## config.mk

```make
export PLATFORM = sky130hd
export DESIGN_NAME = stl_bus_supervisor
export DESIGN_NICKNAME = d
export VERILOG_FILES = /design/src/rtl/stl_pkg.sv /design/src/rtl/stl_pin_sync.sv /design/src/rtl/stl_bus_supervisor.sv
export SDC_FILE = /design/constraint.sdc
export NUM_CORES = 1
export LEC_CHECK = 0
export BUFFER_PORTS_ARGS = -buffer_cell sky130_fd_sc_hd__buf_2
export CORE_MARGIN = 5
export CORE_UTILIZATION = 56
export DETAILED_ROUTE_END_ITERATION = 10
export GPL_TIMING_DRIVEN = 0
export PLACE_DENSITY = 0.83
export SYNTH_ARGS = -nofsm -noshare
export SYNTH_HDL_FRONTEND = slang
export SYNTH_HIERARCHICAL = 1
export SYNTH_SLANG_ARGS = --single-unit
```

## constraint.sdc

```tcl
create_clock -name sys_clk_i -period 2.4 [get_ports sys_clk_i]
set_input_delay 0.24 -clock sys_clk_i [delete_from_list [all_inputs] [get_ports sys_clk_i]]
set_output_delay 0.24 -clock sys_clk_i [all_outputs]
set_load 0.02 [all_outputs]
```

## src/rtl/stl_pkg.sv

```systemverilog
// shared constants and carriers for the bus timing supervisor
package stl_pkg;
  // clock rate in kHz
  localparam int unsigned SYS_CLK_KHZ      = 250000;
  // documented times
  localparam int unsigned CLK_LOW_TOUT_MS  = 35;
  localparam int unsigned IDLE_RESET_MS    = 50;
  localparam int unsigned STRETCH_MAX_MS   = 25;
  localparam int unsigned HIGH_MAX_US      = 50;
  localparam int unsigned BUS_FREQ_MIN_KHZ = 10;
  localparam int unsigned BUS_FREQ_MAX_KHZ = 400;
  // derived cycle counts (the microsecond time rounds down)
  localparam int unsigned CLK_LOW_TOUT_CYC = CLK_LOW_TOUT_MS * SYS_CLK_KHZ;
  localparam int unsigned IDLE_RESET_CYC   = IDLE_RESET_MS * SYS_CLK_KHZ;
  localparam int unsigned STRETCH_MAX_CYC  = STRETCH_MAX_MS * SYS_CLK_KHZ;
  localparam int unsigned HIGH_MAX_CYC     = (HIGH_MAX_US * SYS_CLK_KHZ) / 1000;
  localparam int unsigned CNT_W            = 24;
  // control reset value
  localparam logic NONSTD_RST = 1'h0;

  typedef enum logic [1:0] {
    ST_IDLE  = 2'b00,
    ST_ACTIVE = 2'b01,
    ST_WAIT  = 2'b10
  } stl_state_e;

  // synchronised bus pin levels and derived events
  typedef struct packed {
    logic scl;
    logic sda;
    logic start;
    logic stop;
    logic scl_fall;
    logic scl_rise;
  } stl_bus_s;

  // supervisor status toward the protocol engine
  typedef struct packed {
    logic timeout;
    logic idle_reset;
    logic high_idle;
    logic stretch_allow;
    logic busy;
  } stl_stat_s;
endpackage

```

## src/rtl/stl_pin_sync.sv

```systemverilog
`timescale 1ns/1ns
// two-stage synchroniser and edge finder for the bus pins
module stl_pin_sync
(
  // clock and reset
  input  wire logic              sys_clk_i,
  input  wire logic              reset_n_i,
  // raw pins
  input  wire logic              scl_i,
  input  wire logic              sda_i,
  // synchronised view
  output stl_pkg::stl_bus_s      bus_o
);
  typedef struct packed {
    logic [1:0] scl_meta;
    logic [1:0] sda_meta;
    logic       scl_d;
    logic       sda_d;
    stl_pkg::stl_bus_s bus;
  } stl_sync_s;

  stl_sync_s state_ff;
  stl_sync_s nxt_state;

  // second stage alone feeds the edge logic
  always_comb
  begin
    nxt_state              = state_ff;
    nxt_state.scl_meta     = {state_ff.scl_meta[0], scl_i};
    nxt_state.sda_meta     = {state_ff.sda_meta[0], sda_i};
    nxt_state.scl_d        = state_ff.scl_meta[1];
    nxt_state.sda_d        = state_ff.sda_meta[1];
    nxt_state.bus.scl      = state_ff.scl_meta[1];
    nxt_state.bus.sda      = state_ff.sda_meta[1];
    nxt_state.bus.scl_fall = state_ff.scl_d & ~state_ff.scl_meta[1];
    nxt_state.bus.scl_rise = ~state_ff.scl_d & state_ff.scl_meta[1];
    // data moves while clock is high: start or stop
    nxt_state.bus.start    = state_ff.scl_d & state_ff.scl_meta[1] & state_ff.sda_d & ~state_ff.sda_meta[1];
    nxt_state.bus.stop     = state_ff.scl_d & state_ff.scl_meta[1] & ~state_ff.sda_d & state_ff.sda_meta[1];
  end

  // idle bus is high, so reset to high
  always_ff @(posedge sys_clk_i or negedge reset_n_i)
  begin
    if (!reset_n_i)
    begin
      state_ff     <= '0;
      state_ff.scl_meta <= 2'h3;
      state_ff.sda_meta <= 2'h3;
      state_ff.scl_d    <= 1'h1;
      state_ff.sda_d    <= 1'h1;
      state_ff.bus.scl  <= 1'h1;
      state_ff.bus.sda  <= 1'h1;
    end
    else
    begin
      state_ff <= nxt_state;
    end
  end

  assign bus_o = state_ff.bus;
endmodule

```

## src/rtl/stl_bus_supervisor.sv

```systemverilog
`timescale 1ns/1ns
// timing supervisor for the two-wire target interface
// Overview of operation
// - act as bus target; host clocks the bus between 10 and 400 kHz.
// - a clock low longer than 35 ms during a transfer gives a timeout and abandons the transfer.
// - clock and data both high over 50 ms reset any transaction in progress.
// - timeout and idle reset only act while nonstandard_bus_ctrl stays cleared.
// - total stretching from start to stop stays at or below 25 ms.
// - a clock high over 50 us counts as the bus going idle.
module stl_bus_supervisor
#(
  parameter int unsigned LOW_TOUT_CYC  = stl_pkg::CLK_LOW_TOUT_CYC,
  parameter int unsigned IDLE_CYC      = stl_pkg::IDLE_RESET_CYC,
  parameter int unsigned STRETCH_CYC   = stl_pkg::STRETCH_MAX_CYC,
  parameter int unsigned HIGH_MAX_CYC  = stl_pkg::HIGH_MAX_CYC
)
(
  // clock and reset
  input  wire logic              sys_clk_i,
  input  wire logic              reset_n_i,
  // bus pins
  input  wire logic              bus_clock_pin_i,
  input  wire logic              bus_data_pin_i,
  output logic                   bus_clock_pin_o,
  output logic                   bus_clock_pin_oe_n_o,
  output logic                   bus_data_pin_o,
  output logic                   bus_data_pin_oe_n_o,
  // control
  input  wire logic              nonstandard_bus_ctrl_i,
  // protocol engine side
  input  wire logic              stretch_req_i,
  input  wire logic              sda_drive_low_i,
  output logic                   xfer_abort_o,
  output logic                   timeout_o,
  output logic                   idle_reset_o,
  output logic                   bus_idle_o,
  output logic                   busy_o
);
  localparam logic [stl_pkg::CNT_W-1:0] LOW_LIM  = stl_pkg::CNT_W'(LOW_TOUT_CYC);
  localparam logic [stl_pkg::CNT_W-1:0] IDLE_LIM = stl_pkg::CNT_W'(IDLE_CYC);
  localparam logic [stl_pkg::CNT_W-1:0] STR_LIM  = stl_pkg::CNT_W'(STRETCH_CYC);
  localparam logic [stl_pkg::CNT_W-1:0] HI_LIM   = stl_pkg::CNT_W'(HIGH_MAX_CYC);

  typedef struct packed {
    stl_pkg::stl_state_e         st;
    logic [stl_pkg::CNT_W-1:0]   low_cnt;
    logic [stl_pkg::CNT_W-1:0]   idle_cnt;
    logic [stl_pkg::CNT_W-1:0]   hi_cnt;
    logic [stl_pkg::CNT_W-1:0]   str_cnt;
    logic                        nonstd;
    logic                        stretching;
    logic                        sda_low;
    logic                        abort;
    stl_pkg::stl_stat_s          stat;
  } stl_sup_s;

  stl_pkg::stl_bus_s bus;
  stl_sup_s          state_ff;
  stl_sup_s          nxt_state;

  // saturating increment shared by all timers
  function automatic logic [stl_pkg::CNT_W-1:0] sat_inc(input logic [stl_pkg::CNT_W-1:0] v);
    sat_inc = (&v) ? v : v + stl_pkg::CNT_W'(1);
  endfunction

  // pins are async to sys_clk; a bus clock of at most 400 kHz gives ample samples
  stl_pin_sync u_sync
  (
    .sys_clk_i (sys_clk_i),
    .reset_n_i (reset_n_i),
    .scl_i     (bus_clock_pin_i),
    .sda_i     (bus_data_pin_i),
    .bus_o     (bus)
  );

  always_comb
  begin
    nxt_state              = state_ff;
    nxt_state.abort        = 1'b0;
    nxt_state.stat.timeout = 1'b0;
    nxt_state.stat.idle_reset = 1'b0;
    nxt_state.nonstd       = nonstandard_bus_ctrl_i;

    // clock low timer, counts only low phases
    nxt_state.low_cnt  = bus.scl ? '0 : sat_inc(state_ff.low_cnt);
    // both lines high timer
    nxt_state.idle_cnt = (bus.scl & bus.sda) ? sat_inc(state_ff.idle_cnt) : '0;
    // clock high timer
    nxt_state.hi_cnt   = bus.scl ? sat_inc(state_ff.hi_cnt) : '0;

    // long high phase means bus free
    nxt_state.stat.high_idle = bus.scl & (state_ff.hi_cnt >= HI_LIM);

    case (state_ff.st)
      stl_pkg::ST_IDLE:
      begin
        nxt_state.str_cnt = '0;
        if (bus.start)
        begin
          nxt_state.st = stl_pkg::ST_ACTIVE;
        end
      end
      stl_pkg::ST_ACTIVE:
      begin
        // stretching only while we actually hold the clock low
        if (state_ff.stretching)
        begin
          nxt_state.str_cnt = sat_inc(state_ff.str_cnt);
        end
        if (bus.stop)
        begin
          nxt_state.st = stl_pkg::ST_IDLE;
        end
        else if (!state_ff.nonstd && state_ff.low_cnt > LOW_LIM)
        begin
          nxt_state.stat.timeout = 1'b1;
          nxt_state.abort        = 1'b1;
          nxt_state.st           = stl_pkg::ST_WAIT;
        end
        else if (!state_ff.nonstd && state_ff.idle_cnt > IDLE_LIM)
        begin
          nxt_state.stat.idle_reset = 1'b1;
          nxt_state.abort           = 1'b1;
          nxt_state.st              = stl_pkg::ST_WAIT;
        end
        else if (bus.start)
        begin
          // repeated start keeps the message budget running
          nxt_state.st = stl_pkg::ST_ACTIVE;
        end
      end
      stl_pkg::ST_WAIT:
      begin
        // partial command dropped; only a fresh start revives us
        nxt_state.str_cnt = '0;
        if (bus.start)
        begin
          nxt_state.st = stl_pkg::ST_ACTIVE;
        end
      end
      default:
      begin
        nxt_state.st = stl_pkg::ST_IDLE;
      end
    endcase

    // stretch granted while budget left; grab only on a low clock
    nxt_state.stat.stretch_allow = (nxt_state.str_cnt < STR_LIM);
    nxt_state.stretching = (nxt_state.st == stl_pkg::ST_ACTIVE) & stretch_req_i & ~bus.scl &
                           (state_ff.stretching | bus.scl_fall) &
                           nxt_state.stat.stretch_allow;
    // data drive released in any state but active
    nxt_state.sda_low   = (nxt_state.st == stl_pkg::ST_ACTIVE) & sda_drive_low_i;
    nxt_state.stat.busy = (nxt_state.st == stl_pkg::ST_ACTIVE);
  end

  always_ff @(posedge sys_clk_i or negedge reset_n_i)
  begin
    if (!reset_n_i)
    begin
      state_ff        <= '0;
      state_ff.st     <= stl_pkg::ST_IDLE;
      state_ff.nonstd <= stl_pkg::NONSTD_RST;
    end
    else
    begin
      state_ff <= nxt_state;
    end
  end

  // open-drain: only ever drive low
  assign bus_clock_pin_o      = 1'b0;
  assign bus_clock_pin_oe_n_o = ~state_ff.stretching;
  assign bus_data_pin_o       = 1'b0;
  assign bus_data_pin_oe_n_o  = ~state_ff.sda_low;
  assign xfer_abort_o         = state_ff.abort;
  assign timeout_o            = state_ff.stat.timeout;
  assign idle_reset_o         = state_ff.stat.idle_reset;
  assign bus_idle_o           = state_ff.stat.high_idle;
  assign busy_o               = state_ff.stat.busy;
endmodule

```

==> impl_metrics.tcl <==
set metrics [dict create \
    place_inst 777 \
    final.min_clock_period_ns 2.48 \
    startpoint_type "flip-flop" \
    grt_pass1_vias 4886 \
    wirelength_um 13800 \
    cts.path.max_buffers 2 \
    synth_area_sq_um 6000 \
    relSlewSlack 0.553 \
    place_ws_ns -0.249 \
    slew_viol_final 0 \
    routedWlPerCell_um 16.5 \
    cp_data_arrival_time_ns 2.89 \
    violations "setup timing" \
    yosysWarnings 6 \
    cts_tree "yes" \
    status "finished, violations left" \
    max_stage_delay_ns 0.44 \
    h-tree-depth 4 \
    final_layout_size_suffix_gt1_frac 0.169 \
    hp-start "stretch_req_i" \
    fin_cells 835 \
    root_buffer "clkbuf_8" \
    antenna_cells 0 \
    nets 700 \
    grtUsageTotal 0.212 \
    critPathLaunch "state_ff[9]" \
    holdPathStages 4 \
    whs_ns 0.136 \
    r2r_start "state_ff[9]" \
    drtIter0Drc 433 \
    reg2reg_depth 8 \
    fp.dieW_um 113 \
    cts.clk_slew.worst_paths_ns 0.06 \
    synth_area_per_cell_sq_um 9.58 \
    layout_setup_ws_ns -0.0770 \
    critPathRequiredTime_ns 2.81 \
    fill_cells 720 \
    gp_congestion 0.927 \
    fp.dieH_um 113 \
    final_antenna_net_count 0 \
    syn2layout_area_growth_pct 21.9 \
    hold_path.class "input port to flip-flop" \
    critPathSlowestCell "or4_4" \
    coreArea_sq_um 10400 \
    vias 4951 \
    fin_crit_sh 1.03 \
    ir_drop_mv 0.807 \
    power_leakage_nw 3.16 \
    drtPass1Iterations 5 \
    port_buffers 13 \
    dp.final_hpwl_um 8460 \
    rows 37 \
    cts.sinks 115 \
    io_pins 16 \
    path_cells "buf_4 -> and3_1 -> nand2_1 -> o41ai_2 -> a31oi_1 -> or4_4 -> a41o_1 -> a2111oi_2" \
    grt_pass1_wl_um 22200 \
    setup_tns_ns -0.0770 \
    p_per_area_nw_per_um2 705 \
    setup_violations 1 \
    timing.max_cap.violations 0 \
    fmax_ghz 0.404 \
    critPathKind "flip-flop to flip-flop" \
    fin_total_pwr_mw 5.15 \
    worst_setup_path_end_kind "flip-flop" \
    cts_made_buffers 17 \
    die_area_sq_um 12900 \
    syn_inst 626 \
    tightest_slew_ns 0.671 \
    hold_viol_final 0 \
    clock_skew_ns 0.00674 \
    worstPathMaxFanout 4 \
    grt.overflow.total 0 \
    grt_max_degree 65 \
    start_util 0.578 \
    via_per_inst 5.93 \
    clock_latency_ns 0.52 \
    drc 0 \
    rsz0062_at_grt "yes" \
    antenna_found_initial 0 \
]
==> cells in the final DEF (no fill, tap or decap), drive strengths merged, types with 10 or more instances in the layout <==
cell and instances:
a21oi 13, and2 12, and3 17, and4 11
buf 43, clkbuf 35, dfrtp 109, inv 20
nand2 52, nand3 37, nand4 21, nor2 102
nor3 16, nor4 10, o21ai 10, or3 13
xnor2 32, xor2 44
==> metal layers <==
| layer | up-vias | share of wire | global-route usage |
|---|---|---|---|
| met5 | - | 0 | 0 |
| met4 | 0 | 0.020 | 0.0938 |
| met3 | 37 | 0.042 | 0.0531 |
| met2 | 138 | 0.52 | 0.361 |
| met1 | 2469 | 0.42 | 0.254 |
| li1 | 2307 | - | - |
==> path summary, 6_finish.rpt <==
kind                                              to  slack, ns
worst max-delay path                     state_ff[7]      -0.08
worst min-delay path                     state_ff[7]       0.14
worst max register to register           state_ff[7]      -0.08
worst min register to register   u_sync/nxt_state[5]       0.35
max in group asynchronous       u_sync/nxt_state[11]       1.31
min in group asynchronous               state_ff[37]       0.31
==> area by class of cell <==
type | instances | area (sq um) | area share
Buffer | 20 | 111 | 0.0152
Clock buffer | 23 | 487 | 0.0666
Clock inverter | 9 | 198 | 0.0271
Inverter | 21 | 78.8 | 0.0108
Multi-Input combinational cell | 471 | 3070 | 0.421
Sequential cell | 115 | 2890 | 0.395
Tap cell | 136 | 170 | 0.0233
Timing Repair Buffer | 40 | 303 | 0.0414
==> worst max-delay path: cells and delay by family, from the launching register on <==
kind,cells,cell delay (ns)
AO/OA/AOI/OAI,4,1.07
buffers and inverters,1,0.15
flip-flops,1,0.39
AND/OR/NAND/NOR,3,0.76
==> metrics by stage <==
stage | utilization | area (sq um)
2_1_floorplan | - | 6000
3_3_place_gp | 0.601 | 6230
3_5_place_dp | 0.604 | 6260
4_1_cts | 0.689 | 7150
5_1_grt | 0.705 | 7310
6_report | 0.705 | 7310
==> state kept, by name, summed over array words and instances (netlist names) <==
signal,cells
xfer_abort_o,1
idle_reset_o,1
bus_idle_o,1
u_sync/nxt_state,4
u_sync/bus_o,5
timeout_o,1
busy_o,1
state_ff,101
==> power breakdown <==
part / internal (mW) / switching, mW / leakage (nW)
registers: 1.98 / 0.0228 / 1.57
clock network: 2.03 / 0.873 / 0.334
logic: 0.0671 / 0.177 / 1.26
total: 4.07 / 1.07 / 3.16
==> timing repair <==
item	4_1_cts	5_1_grt
hold endpoints to repair	55	0
pin swaps	10	6
gates resized for setup	12	22
buffers inserted	13	8
hold buffers	5	0
setup endpoints to repair	13	35
Power figures use the tool's default switching activity.
